--- src/common/ecv_cfg.svh ---
/*
  Constants for the external cache pin and video load controller.
  Assumes a single 125 MHz clock domain.
*/
`ifndef ECV_CFG_SVH
`define ECV_CFG_SVH
`define ECV_TAG_W 8
`define ECV_DUAL_W 5
`define ECV_IDX_LO_W 12
`define ECV_PTR_W 24
`define ECV_INC_W 8
`define ECV_BANK_W 2
`define ECV_SIZE_W 3
`define ECV_MAX_SIZE 3'h5
`define ECV_SYNC_W 3
`define ECV_SETTLE_N 4'h3
`define ECV_DTOE_N 4'h2
`define ECV_RAS_N 4'h4
`endif

--- src/common/ecv_pkg.sv ---
/*
  Types shared by the cache pin and video load controller.
  Assumes ecv_cfg.svh is on the include path.
*/
`include "ecv_cfg.svh"
package ecv_pkg;
  typedef enum logic [1:0]
  {
    ECV_IDLE = 2'h0,
    ECV_LOOKUP = 2'h1,
    ECV_WRITE = 2'h2
  } ecv_op_type;

  typedef struct packed
  {
    logic [`ECV_TAG_W-1:0] tag;
    logic [`ECV_DUAL_W-1:0] dual;
    logic dirty;
    logic parity;
  } ecv_tag_type;

  typedef enum logic [5:0]
  {
    ECV_V_IDLE = 6'h01,
    ECV_V_SETTLE = 6'h02,
    ECV_V_RELOAD = 6'h04,
    ECV_V_DTOE = 6'h08,
    ECV_V_RAS = 6'h10,
    ECV_V_INC = 6'h20
  } ecv_vstate_type;
endpackage

--- src/logic/ecv_ctrl.sv ---
/*
  External cache SRAM pin driver and VRAM shift-register load sequencer.
  Assumes all inputs, video requests included, are sampled on clk;
  the request inputs still pass through a synchroniser.
*/
`include "ecv_cfg.svh"
module ecv_ctrl
(
  input wire logic clk,
  input wire logic rst,
  input wire ecv_pkg::ecv_op_type cache_op,
  input wire logic [`ECV_IDX_LO_W+`ECV_DUAL_W:0] cache_index,
  input wire ecv_pkg::ecv_tag_type cache_wr_tag,
  input wire logic [`ECV_SIZE_W-1:0] cache_size,
  input wire logic cache_power_save,
  input wire logic [`ECV_PTR_W-1:0] frame_start,
  input wire logic [`ECV_BANK_W-1:0] frame_bank,
  input wire logic [`ECV_INC_W-1:0] addr_increment,
  input wire logic vframe_n,
  input wire logic vrefresh_n,
  input wire logic [`ECV_TAG_W-1:0] cache_tag_bits_in,
  input wire logic [`ECV_DUAL_W-1:0] cache_dual_role_bits_in,
  input wire logic cache_line_modified_in,
  input wire logic cache_tag_parity_in,
  output ecv_pkg::ecv_tag_type cache_rd_tag,
  output logic [`ECV_TAG_W-1:0] cache_tag_bits_out,
  output logic cache_tag_bits_oe,
  output logic [`ECV_DUAL_W-1:0] cache_dual_role_bits_out,
  output logic [`ECV_DUAL_W-1:0] cache_dual_role_bits_oe,
  output logic cache_line_modified_out,
  output logic cache_tag_parity_out,
  output logic cache_tag_parity_oe,
  output logic cache_index_bit12,
  output logic cache_sram_select_n,
  output logic cache_write_strobe_n,
  output logic cache_output_enable_n,
  output logic [`ECV_PTR_W-1:0] video_pointer,
  output logic vram_dtoe_n,
  output logic vram_dsf,
  output logic [3:0] vram_rasa_n,
  output logic [3:0] vram_rasb_n,
  output logic vload_busy
);
  import ecv_pkg::*;

  logic [`ECV_DUAL_W-1:0] index_role;
  logic [`ECV_DUAL_W-1:0] next_dual_oe;
  logic active;
  logic writing;
  logic [`ECV_SYNC_W-1:0] frame_sync;
  logic [`ECV_SYNC_W-1:0] refresh_sync;
  logic frame_latch;
  logic refresh_latch;
  logic frame_prev;
  logic refresh_prev;
  logic is_split;
  logic [1:0] inc_left;
  logic [3:0] count;
  ecv_vstate_type vstate;
  logic [3:0] bank_sel;

  // Sizes beyond the largest saturate to all index
  always_comb
  begin
    index_role = '0;
    for (int i = 0; i < `ECV_DUAL_W; i++)
      if (cache_size > 3'(i) || cache_size >= `ECV_MAX_SIZE)
        index_role[i] = 1'b1;
  end

  assign active = (cache_op != ECV_IDLE);
  assign writing = (cache_op == ECV_WRITE);
  assign next_dual_oe = active ? (index_role | {`ECV_DUAL_W{writing}})
                               : '0;

  // Tag group registered together so parity keeps tag timing
  always_ff @(posedge clk or posedge rst)
  begin
    if (rst)
    begin
      cache_tag_bits_out <= '0;
      cache_tag_bits_oe <= 1'b0;
      cache_line_modified_out <= 1'b0;
      cache_tag_parity_out <= 1'b0;
      cache_tag_parity_oe <= 1'b0;
      cache_dual_role_bits_out <= '0;
      cache_dual_role_bits_oe <= '0;
      cache_index_bit12 <= 1'b0;
    end
    else
    begin
      cache_tag_bits_out <= cache_wr_tag.tag;
      cache_tag_bits_oe <= writing;
      cache_line_modified_out <= cache_wr_tag.dirty;
      cache_tag_parity_out <= cache_wr_tag.parity;
      cache_tag_parity_oe <= writing;
      for (int i = 0; i < `ECV_DUAL_W; i++)
        cache_dual_role_bits_out[i] <= index_role[i]
          ? cache_index[`ECV_IDX_LO_W+1+i] : cache_wr_tag.dual[i];
      cache_dual_role_bits_oe <= next_dual_oe;
      cache_index_bit12 <= cache_index[`ECV_IDX_LO_W];
    end
  end

  // Read-back of the tag group during lookups
  always_ff @(posedge clk or posedge rst)
  begin
    if (rst)
      cache_rd_tag <= '0;
    else
    begin
      cache_rd_tag.tag <= cache_tag_bits_in;
      cache_rd_tag.dual <= cache_dual_role_bits_in & ~index_role;
      cache_rd_tag.dirty <= cache_line_modified_in;
      cache_rd_tag.parity <= cache_tag_parity_in;
    end
  end

  always_ff @(posedge clk or posedge rst)
  begin
    if (rst)
    begin
      cache_sram_select_n <= 1'b0;
      cache_write_strobe_n <= 1'b1;
      cache_output_enable_n <= 1'b1;
    end
    else
    begin
      cache_sram_select_n <= ~active & cache_power_save;
      cache_write_strobe_n <= ~writing;
      cache_output_enable_n <= ~(cache_op == ECV_LOOKUP);
    end
  end

  // Synchronisers: the first stage is read only by the second
  always_ff @(posedge clk or posedge rst)
  begin
    if (rst)
    begin
      frame_sync <= '1;
      refresh_sync <= '1;
    end
    else
    begin
      frame_sync <= {frame_sync[`ECV_SYNC_W-2:0], vframe_n};
      refresh_sync <= {refresh_sync[`ECV_SYNC_W-2:0], vrefresh_n};
    end
  end

  always_ff @(posedge clk or posedge rst)
  begin
    if (rst)
    begin
      frame_prev <= 1'b1;
      refresh_prev <= 1'b1;
    end
    else
    begin
      frame_prev <= frame_sync[`ECV_SYNC_W-1];
      refresh_prev <= refresh_sync[`ECV_SYNC_W-1];
    end
  end

  // Capture is armed only while idle; edges during a load are dropped
  always_ff @(posedge clk or posedge rst)
  begin
    if (rst)
    begin
      frame_latch <= 1'b0;
      refresh_latch <= 1'b0;
    end
    else if (vstate == ECV_V_IDLE)
    begin
      frame_latch <= frame_prev & ~frame_sync[`ECV_SYNC_W-1];
      refresh_latch <= refresh_prev & ~refresh_sync[`ECV_SYNC_W-1];
    end
    else
    begin
      frame_latch <= 1'b0;
      refresh_latch <= 1'b0;
    end
  end

  always_comb
  begin
    bank_sel = 4'h0;
    bank_sel[frame_bank] = 1'b1;
  end

  always_ff @(posedge clk or posedge rst)
  begin
    if (rst)
    begin
      vstate <= ECV_V_IDLE;
      is_split <= 1'b0;
      inc_left <= 2'h0;
      count <= 4'h0;
      video_pointer <= '0;
      vram_dtoe_n <= 1'b1;
      vram_dsf <= 1'b0;
      vram_rasa_n <= 4'hF;
      vram_rasb_n <= 4'hF;
      vload_busy <= 1'b0;
    end
    else
    begin
      unique case (vstate)
        ECV_V_IDLE:
        begin
          if (frame_latch | refresh_latch)
          begin
            is_split <= ~frame_latch;
            vstate <= ECV_V_SETTLE;
            count <= `ECV_SETTLE_N;
            vload_busy <= 1'b1;
          end
        end
        ECV_V_SETTLE:
        begin
          count <= count - 4'h1;
          if (count == 4'h1)
            vstate <= is_split ? ECV_V_DTOE : ECV_V_RELOAD;
        end
        ECV_V_RELOAD:
        begin
          video_pointer <= frame_start;
          vstate <= ECV_V_DTOE;
        end
        ECV_V_DTOE:
        begin
          vram_dtoe_n <= 1'b0;
          vram_dsf <= is_split;
          count <= `ECV_DTOE_N;
          vstate <= ECV_V_RAS;
        end
        ECV_V_RAS:
        begin
          count <= count - 4'h1;
          // Strobes already low mark the second count, which releases them and moves on to ECV_V_INC
          if (count == 4'h1 && vram_rasa_n == 4'hF)
          begin
            vram_rasa_n <= ~bank_sel;
            vram_rasb_n <= ~bank_sel;
            count <= `ECV_RAS_N;
          end
          else if (count == 4'h1)
          begin
            vram_rasa_n <= 4'hF;
            vram_rasb_n <= 4'hF;
            vram_dtoe_n <= 1'b1;
            inc_left <= is_split ? 2'h1 : 2'h2;
            vstate <= ECV_V_INC;
          end
        end
        ECV_V_INC:
        begin
          video_pointer <= video_pointer
            + `ECV_PTR_W'(addr_increment);
          inc_left <= inc_left - 2'h1;
          if (inc_left == 2'h1)
          begin
            vstate <= ECV_V_IDLE;
            vload_busy <= 1'b0;
          end
        end
        default:
          vstate <= ECV_V_IDLE;
      endcase
    end
  end

  chk_dual_index_out: assert property (@(posedge clk)
    disable iff (rst) (cache_op != ECV_IDLE) |=>
    ((cache_dual_role_bits_oe & $past(index_role)) == $past(index_role)))
    else $error("index role line not driven");
  chk_parity_tag_timing: assert property (@(posedge clk)
    disable iff (rst) cache_tag_parity_oe == cache_tag_bits_oe)
    else $error("parity direction differs from tag");
  chk_select_power: assert property (@(posedge clk)
    disable iff (rst)
    (!cache_power_save || cache_op != ECV_IDLE) |=> !cache_sram_select_n)
    else $error("select released while needed");
  chk_dtoe_before_ras: assert property (@(posedge clk)
    disable iff (rst) $fell(vram_rasa_n[frame_bank]) |-> !$past(vram_dtoe_n))
    else $error("row strobe before transfer line");
  chk_ras_pair: assert property (@(posedge clk)
    disable iff (rst) vram_rasa_n == vram_rasb_n)
    else $error("row strobe pair split");
  chk_reload_first: assert property (@(posedge clk)
    disable iff (rst)
    (vstate == ECV_V_RELOAD) |=> (video_pointer == $past(frame_start)))
    else $error("pointer not reloaded");
  chk_split_dsf: assert property (@(posedge clk)
    disable iff (rst) (vstate == ECV_V_RAS) |-> (vram_dsf == is_split))
    else $error("dsf wrong for load type");
  chk_busy_no_capture: assert property (@(posedge clk)
    disable iff (rst)
    (vstate != ECV_V_IDLE) |=> !frame_latch && !refresh_latch)
    else $error("edge captured during load");
endmodule

--- config.mk ---
export PLATFORM = sky130hd
export DESIGN_NAME = ecv_ctrl
export DESIGN_NICKNAME = d
export VERILOG_FILES = /design/src/common/ecv_pkg.sv /design/src/logic/ecv_ctrl.sv
export VERILOG_INCLUDE_DIRS = /design/src /design/src/common
export SDC_FILE = /design/constraint.sdc
export NUM_CORES = 1
export LEC_CHECK = 0
export BUFFER_PORTS_ARGS = -buffer_cell sky130_fd_sc_hd__buf_2
export CAP_MARGIN = 10
export CELL_PAD_IN_SITES_DETAIL_PLACEMENT = 0
export CELL_PAD_IN_SITES_GLOBAL_PLACEMENT = 2
export CORE_ASPECT_RATIO = 2
export CORE_UTILIZATION = 31
export DETAILED_ROUTE_END_ITERATION = 10
export PLACE_DENSITY_LB_ADDON = 0.1
export SLEW_MARGIN = 15
export SYNTH_ARGS = -nofsm -noshare
export SYNTH_HDL_FRONTEND = slang
export SYNTH_SLANG_ARGS = --single-unit
--- constraint.sdc ---
create_clock -name clk -period 6.31 [get_ports clk]
set_input_delay 0 -clock clk [delete_from_list [all_inputs] [get_ports clk]]
set_output_delay 0 -clock clk [all_outputs]
set_load 0.01 [all_outputs]
Yosys cells after proc, flatten, opt, wreduce, memory -nomap -nowiden
Cells that the tools add are included.
- add/subtract/negate cells: 3
- multipliers: 0
- div/mod/pow operators: 0
- $lt $le $gt $ge: 8
- equality and inequality tests: 16
- shift-type cells: 0
- muxes and demuxes: 38
- bitwise logic cells: 14
- reduce and logical (&&, ||, !) cells: 21
- operators by type and width (operator ; count):
    24-bit one-hot mux with 2 select lines ; 1
    6-bit one-hot mux with 6 select lines ; 1
    6-bit 2-to-1 mux ; 5
    24-bit by 8-bit adder with 24-bit output ; 1
    4-bit 2-to-1 mux ; 5
    1-bit 2-to-1 mux ; 17
    4-bit one-hot mux with 4 select lines ; 1
    2-bit nonzero test ; 6
    3-bit AND reduction ; 3
    2-bit inequality test (second input constant) ; 4
    6-bit by 1-bit equality test with 1-bit output (second input constant) ; 1
    6-bit by 2-bit equality test with 1-bit output (second input constant) ; 1
    6-bit by 3-bit equality test with 1-bit output (second input constant) ; 1
    6-bit by 4-bit equality test with 1-bit output (second input constant) ; 1
    6-bit by 5-bit equality test with 1-bit output (second input constant) ; 1
    6-bit equality test (second input constant) ; 1
    3-bit by 1-bit greater-than comparator with 1-bit output (second input constant) ; 2
    3-bit by 2-bit greater-than comparator with 1-bit output (second input constant) ; 2
    2-bit 2-to-1 mux ; 3
    1-bit NOT ; 6
    2-bit AND reduction ; 3
    5-bit AND ; 1
    1-bit logical OR ; 5
    5-bit 2-to-1 mux ; 1
    22 further kinds ; 27
- register bits: 94
- bits in latches: 0
- memory bits (writable): 0
- ROM bits: 0
- output and inout port bits: 76
- memories: 0

Longest topological paths before layout
Gate-level depths: netlist (run 1).
- depth in word-level cells: 6
- gate-level depth with buffers: 8

Least setup slack after synthesis (run 1)
OpenSTA, ideal clock, no wires.
- path kind: reg2reg
- start: reg vstate[2]
- end: reg vload_busy
- setup time: 131 ps
- arrival time: 2007 ps
- required time: 6179 ps
- slack: 4171 ps
- stages on the path, launching flop included: 9
- path buffers: 3
- period minus slack after synthesis: 2139 ps
- cells stage by stage: dfrtp_1 -> buf_6 -> or4_4 -> buf_6 -> or2_1 -> buf_6 -> o2111ai_1 -> nor2_1 -> a2bb2oi_1
- word-level cells in the longest chain between the ends: 3
- elaborated cells between the ends (all ways): 7
- classes of those cells: eq/ne: 4; mux: 1; reduce/logical: 2
- RTL lines (element ; RTL line ; RTL):
    start: declaration ; ecv_ctrl.sv:59 ; ecv_vstate_type vstate;
    start signal: assignment ; ecv_ctrl.sv:222 ; vstate <= is_split ? ECV_V_DTOE : ECV_V_RELOAD;
    6-bit equality test / 6-bit by 1-bit equality test with 1-bit output (equally long branches) ; ecv_ctrl.sv:207 ; unique case (vstate)
    2-bit inequality test (no line), or another cell as far along ; -- ;
    3-bit AND reduction (no line) ; -- ;
    end signal: assignment ; ecv_ctrl.sv:203 ; vload_busy <= 1'b0;
    end signal: assignment ; ecv_ctrl.sv:215 ; vload_busy <= 1'b1;
    end signal: assignment ; ecv_ctrl.sv:263 ; vload_busy <= 1'b0;
    end: declaration ; ecv_ctrl.sv:42 ; output logic vload_busy
Parallel ways exist; a longest one is shown, timed or not.
A chain may end at the register's enable or synchronous reset.

Worst setup path in the final report (run 1)
- start: reg count[1]
- end: reg vram_rasb_n[1]
- word-level cells in the longest chain between the ends: 4
- elaborated cells between the ends (all ways): 5
- classes of those cells: eq/ne: 1; mux: 1; reduce/logical: 3
- RTL lines (element ; RTL line ; RTL):
    start: declaration ; ecv_ctrl.sv:58 ; logic [3:0] count;
    start signal: assignment ; ecv_ctrl.sv:214 ; count <= `ECV_SETTLE_N;
    start signal: assignment ; ecv_ctrl.sv:220 ; count <= count - 4'h1;
    start signal: assignment ; ecv_ctrl.sv:233 ; count <= `ECV_DTOE_N;
    4-bit by 1-bit equality test with 1-bit output (*) ; ecv_ctrl.sv:240, ecv_ctrl.sv:246 ;
    1-bit logical AND ; ecv_ctrl.sv:240 ; if (count == 4'h1 && vram_rasa_n == 4'hF)
    2-bit nonzero test (no line) ; -- ;
    2-bit AND reduction (no line) ; -- ;
    end signal: assignment ; ecv_ctrl.sv:243 ; vram_rasb_n <= ~bank_sel;
    end: declaration ; ecv_ctrl.sv:41 ; output logic [3:0] vram_rasb_n,
Every way passes the cells marked *; elsewhere a longest branch is shown, timed or not.

==> results.toml, run 1 <==
[placement]
place.gp.congestion = 0.776
placed_cell_area_um2 = 5050
dp_slack_ns = 3.55
io_buffer_count = 155
dp_hpwl_um = 8530

[floorplan]
core.rowCount = 59
core_um2 = 13100
die_area_um2 = 13900
initial_core_util_pct = 31.8
die_x_um = 83.9
dieHeight_um = 166
io_pins = 168

[timing]
timing.final.ws_setup_ns = 3.71
finalSetupViolCount = 0
min_period_ns = 2.60
relSlewSlack_pct = 33.9
final-hold-violation-count = 0
slew_violations = 0
rsz0062_at_grt = "no"
tns_ns = 0
skew_ns = 0.0104
fmax_mhz = 385
final.period_utilization_pct = 41.2
worst_slew_pin_slew_ns = 0.991

[detailed_routing]
ant_nets = 0
vias = 3763
vias_per_cell = 4.93
finalWirelength_um = 12000
firstDrtPassIters = 8
drc = 9
wl_per_cell_um = 15.6
drt_iter0_drc = 111

[clocking]
clockBufferDepth = 2
clock-sinks = 94
cts_tree = "yes"
clk_root_buffer_cell = "clkbuf_16"
htreeDepth = 3
cts_inserted_buffers = 9
clock_latency_ns = 0.34
path_clk_slew_ns = 0.07

[pwr]
comb_power_share_pct = 35.1
p_per_area_nw_per_um2 = 353
peakVddDrop_uv = 158
p_switching_mw = 0.794
p_leak_nw = 2.82
seqPwrFrac_pct = 39.4
clkPwrFrac_pct = 25.5
p_int_mw = 1.36
swShare_pct = 36.9
finalPower_mw = 2.15

[worst_setup_path]
path_buf_inv = 2
path_cells = "inv_1 -> ha_1 -> or3b_2 -> nor3_2 -> nor2_1 -> a31oi_1 -> dlygate4sd3_1"
required_ns = 6.59
r2r_start = "count[1]"
critical_path_arrival_ns = 2.88
startpoint_type = "register"
timing.critical_path.from = "count[1]"
crit_path_end_kind = "register"
crit_path_max_incr_delay_ns = 0.62
cp_max_fo = 11
reg2regPathDepth = 7
crit_type = "reg2reg"
endpoint = "vram_rasb_n[1]"
regToRegSetupSlack_ns = 3.71
cp_top_family = "simple AND/OR/NAND/NOR gates"
r2r_end = "vram_rasb_n[1]"
slowest_stage = "nor3_2"
cp.depth = 7

[logic_synthesis]
async_flop_share_pct = 100
syn-instance-count = 381
synth.avg_cell_area_um2 = 10.9
syn_area_um2 = 4160
synth-edff-count = 0
yosysSeqAreaShare_pct = 57.0
synth_top_area_share_pct = 46.9
yosys_register_bits = 94
synthTopCellsByArea = "dfrtp_1, dfstp_2, nand2_1, ha_1, o211ai_1"
yosysWarnings = 0
yosysUniqueCellTypes = 56
synth_top_flop_cell = "dfrtp_1"
synth_largest_area_cell = "dfrtp_1"
syn_nets = 485

[finish]
final_area_um2 = 6090
finalCoreUtilization_pct = 46.6
num-nets-final = 711
syn2layout_area_growth_pct = 46.3
fillers = 1274
n_antenna_cell = 0
drive_gt1_share_pct = 33.7
layout_commonest_cell = "buf_2"
layout_common_cells = "buf_2, dfrtp_1, dlygate4sd3_1"

[job]
cap_violations = 0

[run_status]
violations = "design-rule violations"
status = "finished with violations"

[min_path]
hold_path.class = "in2reg"

[grt]
grt_pass1_wl_um = 19700
grt_max_degree = 50
grt_usage_pct = 18.1
grt_pass1_vias = 3983
grt_overflow_total = 0
antenna_found_initial = 0
-- timing repair --
action	4_1_cts	5_1_grt
hold buffers	73	0
endpoints found under the setup margin	0	0
buffers inserted	0	0
gates resized for setup	0	0
endpoints found under the hold margin	109	0
-- cell usage after synthesis, types with 3 or more instances --
cell type,number
dfrtp_1,78
nand2_1,46
buf_4,5
nand4_1,3
a21oi_1,15
a31oi_1,6
o211ai_1,18
buf_6,3
and2_1,5
a21o_1,3
inv_1,13
xnor2_1,3
o311ai_0,12
ha_1,11
nor2_1,25
nand2b_1,5
nor4_1,4
nand3_1,13
or3_1,3
o21ai_0,18
clkbuf_1,8
xor2_1,4
nor3_1,13
dfstp_2,16
or2_2,3
mux2_2,6
a211oi_1,3
-- registers in the layout (all words and copies together), names as in the netlist, 2 cells and up --
signal and cells:
video_pointer 24, cache_rd_tag 15, cache_tag_bits_out 8, vstate 6, cache_dual_role_bits_oe 5, cache_dual_role_bits_out 5, count 4, vram_rasb_n 4
frame_sync 3, refresh_sync 3, inc_left 2
-- stage by stage --
| step | hold WS [ns] | std cells |
|---|---|---|
| finish | 0.0214 | 764 |
| global route | 0.0370 | 764 |
| detailed placement | 0.106 | 675 |
| CTS | 0.00849 | 764 |
| global placement | 0.108 | 675 |
| floorplan | 0.00448 | 381 |
-- layout make-up --
| cell class | count | area (µm²) | area share, % |
|---|---|---|---|
| tap | 152 | 190 | 3.12 |
| timing repair buffer | 231 | 1530 | 25.1 |
| clock inverter | 7 | 75.1 | 1.23 |
| inverter | 13 | 51.3 | 0.843 |
| multi-input combinational | 258 | 1640 | 27.0 |
| sequential | 94 | 2370 | 39.0 |
| clock buffer | 9 | 225 | 3.70 |
-- power groups by stage --
stage	sequential, mW	clock [mW]	combinational, mW
5_1_grt	0.871	0.590	0.850
2_1_floorplan	0.872	0	0.469
3_3_place_gp	0.857	0	0.711
4_1_cts	0.851	0.568	0.763
3_5_place_dp	0.863	0	0.718
6_report	0.847	0.547	0.755
-- layer usage --
| layer | global-route usage, % | up-vias | wire length, µm |
|---|---|---|---|
| met2 | 37.1 | 93 | 7240 |
| met1 | 17.5 | 1817 | 4180 |
| li1 | - | 1844 | - |
| met3 | 3.28 | 9 | 371 |
| met4 | 5.55 | 0 | 161 |
| met5 | 0 | - | 0 |
-- kinds of logic after synthesis --
group	after synthesis	share of synthesized area [%]
AO/OA/AOI/OAI	93	15.6
AND/OR/NAND/NOR	138	16.4
adder cells (fa/ha/maj)	12	3.79
buffers and inverters	29	3.61
multiplexers	8	2.10
flip-flops	94	57.0
XOR/XNOR	7	1.47
-- worst min-delay path by stage --
| stage | from | to | slack [ns] | cells after the start |
|---|---|---|---|---|
| 3_5_place_dp | vrefresh_n | refresh_sync[0] | 0.11 | 1 |
| 2_1_floorplan | vframe_n | frame_sync[0] | 0.004 | 0 |
| 6_report | frame_start[7] | video_pointer[7] | 0.02 | 4 |
| 5_1_grt | frame_start[7] | video_pointer[7] | 0.04 | 4 |
| 4_1_cts | frame_start[7] | video_pointer[7] | 0.008 | 4 |
| 3_3_place_gp | cache_wr_tag[12] | cache_tag_bits_out[5] | 0.11 | 1 |
-- worst reg2reg max path: stages, from the launching register on --
cell and delay, ns:
dfrtp_1 0.39, inv_1 0.09, ha_1 0.14, or3b_2 0.51, nor3_2 0.62, nor2_1 0.08
a31oi_1 0.16, dlygate4sd3_1 0.57
(Power assumes the default switching activity.)
==> inputs of run 2 (changes only) <==
CORE_UTILIZATION = 26   (was 31)
clock period = 2.2 ns   (was 6.31 ns; I/O delays follow)
==> run 2 against run 1 <==
Compared with the run above: the run now ends clean; die area increased by 19%; sequential share of layout area fell by 2.5 points; setup slack lost 3.6 ns; hold slack barely moved; maximum frequency up 25%; cell area is 6.9% higher; routed wire length rose by 7.7%; first-iteration DRC count down 7.2%; flip-flop and latch count is the same; global-route usage is 1.6 points lower; count of clock-buffer cells in the layout is 1 higher; critical endpoint is now video_pointer[12]; largest cell class unchanged.
==> results.toml, run 2 (synthesis results as in run 1) <==
[min_path]
holdPathStages = 3
min-delay-start = "cache_size[0]"
hold_path.class = "in2reg"
worstHoldEndpoint = "cache_dual_role_bits_oe[0]"

[worst_setup_path]
reg2regPathDepth = 8
crit_path_max_incr_delay_ns = 0.41
critical_path_arrival_ns = 2.31
path_cells = "ha_1 -> fa_1 -> a211oi_2 -> o21ai_1 -> nand3_1 -> buf_4 -> nor3_1 -> a211o_1"
required_ns = 2.43
regToRegSetupSlack_ns = 0.12
path_buf_inv = 1
cp_max_fo = 8
slowest_stage = "fa_1"
cp_top_family = "compound AO/OA/AOI/OAI gates"
r2r_start = "video_pointer[0]"
r2r_end = "video_pointer[12]"
startpoint_type = "register"
crit_type = "reg2reg"
crit_path_end_kind = "register"

[pwr]
p_switching_mw = 2.35
p_int_mw = 4.28
swShare_pct = 35.5
p_leak_nw = 3.02
clkPwrFrac_pct = 24.0
finalPower_mw = 6.62
peakVddDrop_uv = 482
p_per_area_nw_per_um2 = 1020
comb_power_share_pct = 40.0
seqPwrFrac_pct = 36.0

[floorplan]
core_um2 = 15700
die_area_um2 = 16500
io_pins = 168
initial_core_util_pct = 26.5
dieHeight_um = 181
die_x_um = 91.5
core.rowCount = 65

[timing]
final-hold-violation-count = 0
final.period_utilization_pct = 94.6
worst_slew_pin_slew_ns = 0.441
finalSetupViolCount = 0
min_period_ns = 2.08
fmax_mhz = 481
relSlewSlack_pct = 70.3
rsz0062_at_grt = "no"
holdWs_ns = 0.0210
timing.final.ws_setup_ns = 0.119
skew_ns = 0.00492
slew_violations = 0

[grt]
grt_pass1_wl_um = 20900
grt_max_degree = 68
grt_pass1_vias = 4206
grt_usage_pct = 16.5
antenna_found_initial = 0
grt_overflow_total = 0

[placement]
dp_slack_ns = -0.0494
io_buffer_count = 155
place.gp.congestion = 0.802
dp_hpwl_um = 9600

[clocking]
clock-sinks = 94
clock_latency_ns = 0.35
path_clk_slew_ns = 0.07
htreeDepth = 3
clockBufferDepth = 2
cts_tree = "yes"
cts_inserted_buffers = 9
clk_root_buffer_cell = "clkbuf_16"

[detailed_routing]
drc = 0
firstDrtPassIters = 4
vias = 3971
ant_nets = 0
finalWirelength_um = 12900
vias_per_cell = 4.65
wl_per_cell_um = 15.1
drt_iter0_drc = 103

[finish]
largest_reg_flops = 24
regArea_um2 = 2370
layout_common_cells = "buf_2, dfrtp_1, dlygate4sd3_1"
n_antenna_cell = 0
drive_gt1_share_pct = 38.9
finalCoreUtilization_pct = 41.5
fillers = 1555
regMostFlops = "video_pointer"
top_regs = "video_pointer x24, cache_rd_tag x15, cache_tag_bits_out x8"
layout_commonest_cell = "buf_2"
num-nets-final = 752
multi_input_area_um2 = 1680
syn2layout_area_growth_pct = 56.4

[job]
cap_violations = 0

[run_status]
status = "finished clean"
[run 2: changes by cell type in the layout (fill, tap and decap cells not counted), moves of 2 or more]
| cell | before | now |
|---|---|---|
| buf_4 | 3 | 43 |
| inv_8 | 3 | 0 |
| a211oi_1 | 3 | 1 |
| a211oi_2 | 0 | 2 |
| buf_12 | 0 | 2 |
| inv_6 | 0 | 2 |
| o311ai_0 | 12 | 10 |
| o311ai_1 | 0 | 2 |
[run 2: area by class of cell]
| cell class | count | area share (%) |
|---|---|---|
| Timing Repair Buffer | 272 | 28.6 |
| Sequential cell | 94 | 36.4 |
| Inverter | 13 | 0.807 |
| Multi-Input combinational cell | 258 | 25.7 |
| Clock inverter | 6 | 1.06 |
| Tap cell | 201 | 3.86 |
| Clock buffer | 10 | 3.52 |
[run 2: power by group through the flow]
| stage | clock network (mW) | registers (mW) | logic, mW |
|---|---|---|---|
| after floorplan | 0 | 2.50 | 1.35 |
| after global placement | 0 | 2.41 | 2.49 |
| after detailed placement | 0 | 2.43 | 2.50 |
| after CTS | 1.67 | 2.39 | 2.63 |
| after global routing | 1.74 | 2.45 | 2.94 |
| final | 1.59 | 2.39 | 2.65 |
[run 2: worst reg2reg max path, delay by kind of cell (launching register included)]
family | cells | cell delay (ns)
AOI/OAI and AO/OA | 3 | 0.63
adders and majority gates | 2 | 0.62
and+or+nand+nor | 2 | 0.18
DFF | 1 | 0.38
buffers and inverters | 1 | 0.16
[run 2: how the worst max path moves through the flow]
stage	depth (start not counted)	endpoint	from
floorplan	8	vload_busy	vstate[2]
global placement	8	video_pointer[16]	video_pointer[0]
detailed placement	8	video_pointer[16]	video_pointer[0]
global route	8	video_pointer[12]	video_pointer[0]
finish	8	video_pointer[12]	video_pointer[0]
CTS	9	video_pointer[17]	video_pointer[2]
[run 2: routing by layer]
| layer | share of wire (%) | up-vias | global-route usage (%) | wire length, µm |
|---|---|---|---|---|
| li1 | - | 1925 | - | - |
| met1 | 33 | 1925 | 14.9 | 4300 |
| met2 | 60 | 104 | 33.7 | 7740 |
| met3 | 3.7 | 17 | 2.95 | 477 |
| met4 | 2.8 | 0 | 7.75 | 358 |
| met5 | 0 | - | 0 | 0 |
[run 2: timing repair]
item / in CTS / in global routing
cloned: 0 / 0
setup endpoints to repair: 4 / 16
hold buffers: 72 / 0
gates resized for setup: 2 / 9
hold endpoints to repair: 148 / 0
setup buffers: 0 / 2
pin swaps: 0 / 3
[run 2: stage by stage]
| step | cells | area, µm² | TNS, ns |
|---|---|---|---|
| finish | 854 | 6510 | 0 |
| floorplan | 381 | 4170 | 0 |
| CTS | 852 | 6460 | 0 |
| global route | 854 | 6510 | 0 |
| detailed placement | 764 | 5440 | -0.113 |
| global placement | 764 | 5440 | -0.0141 |
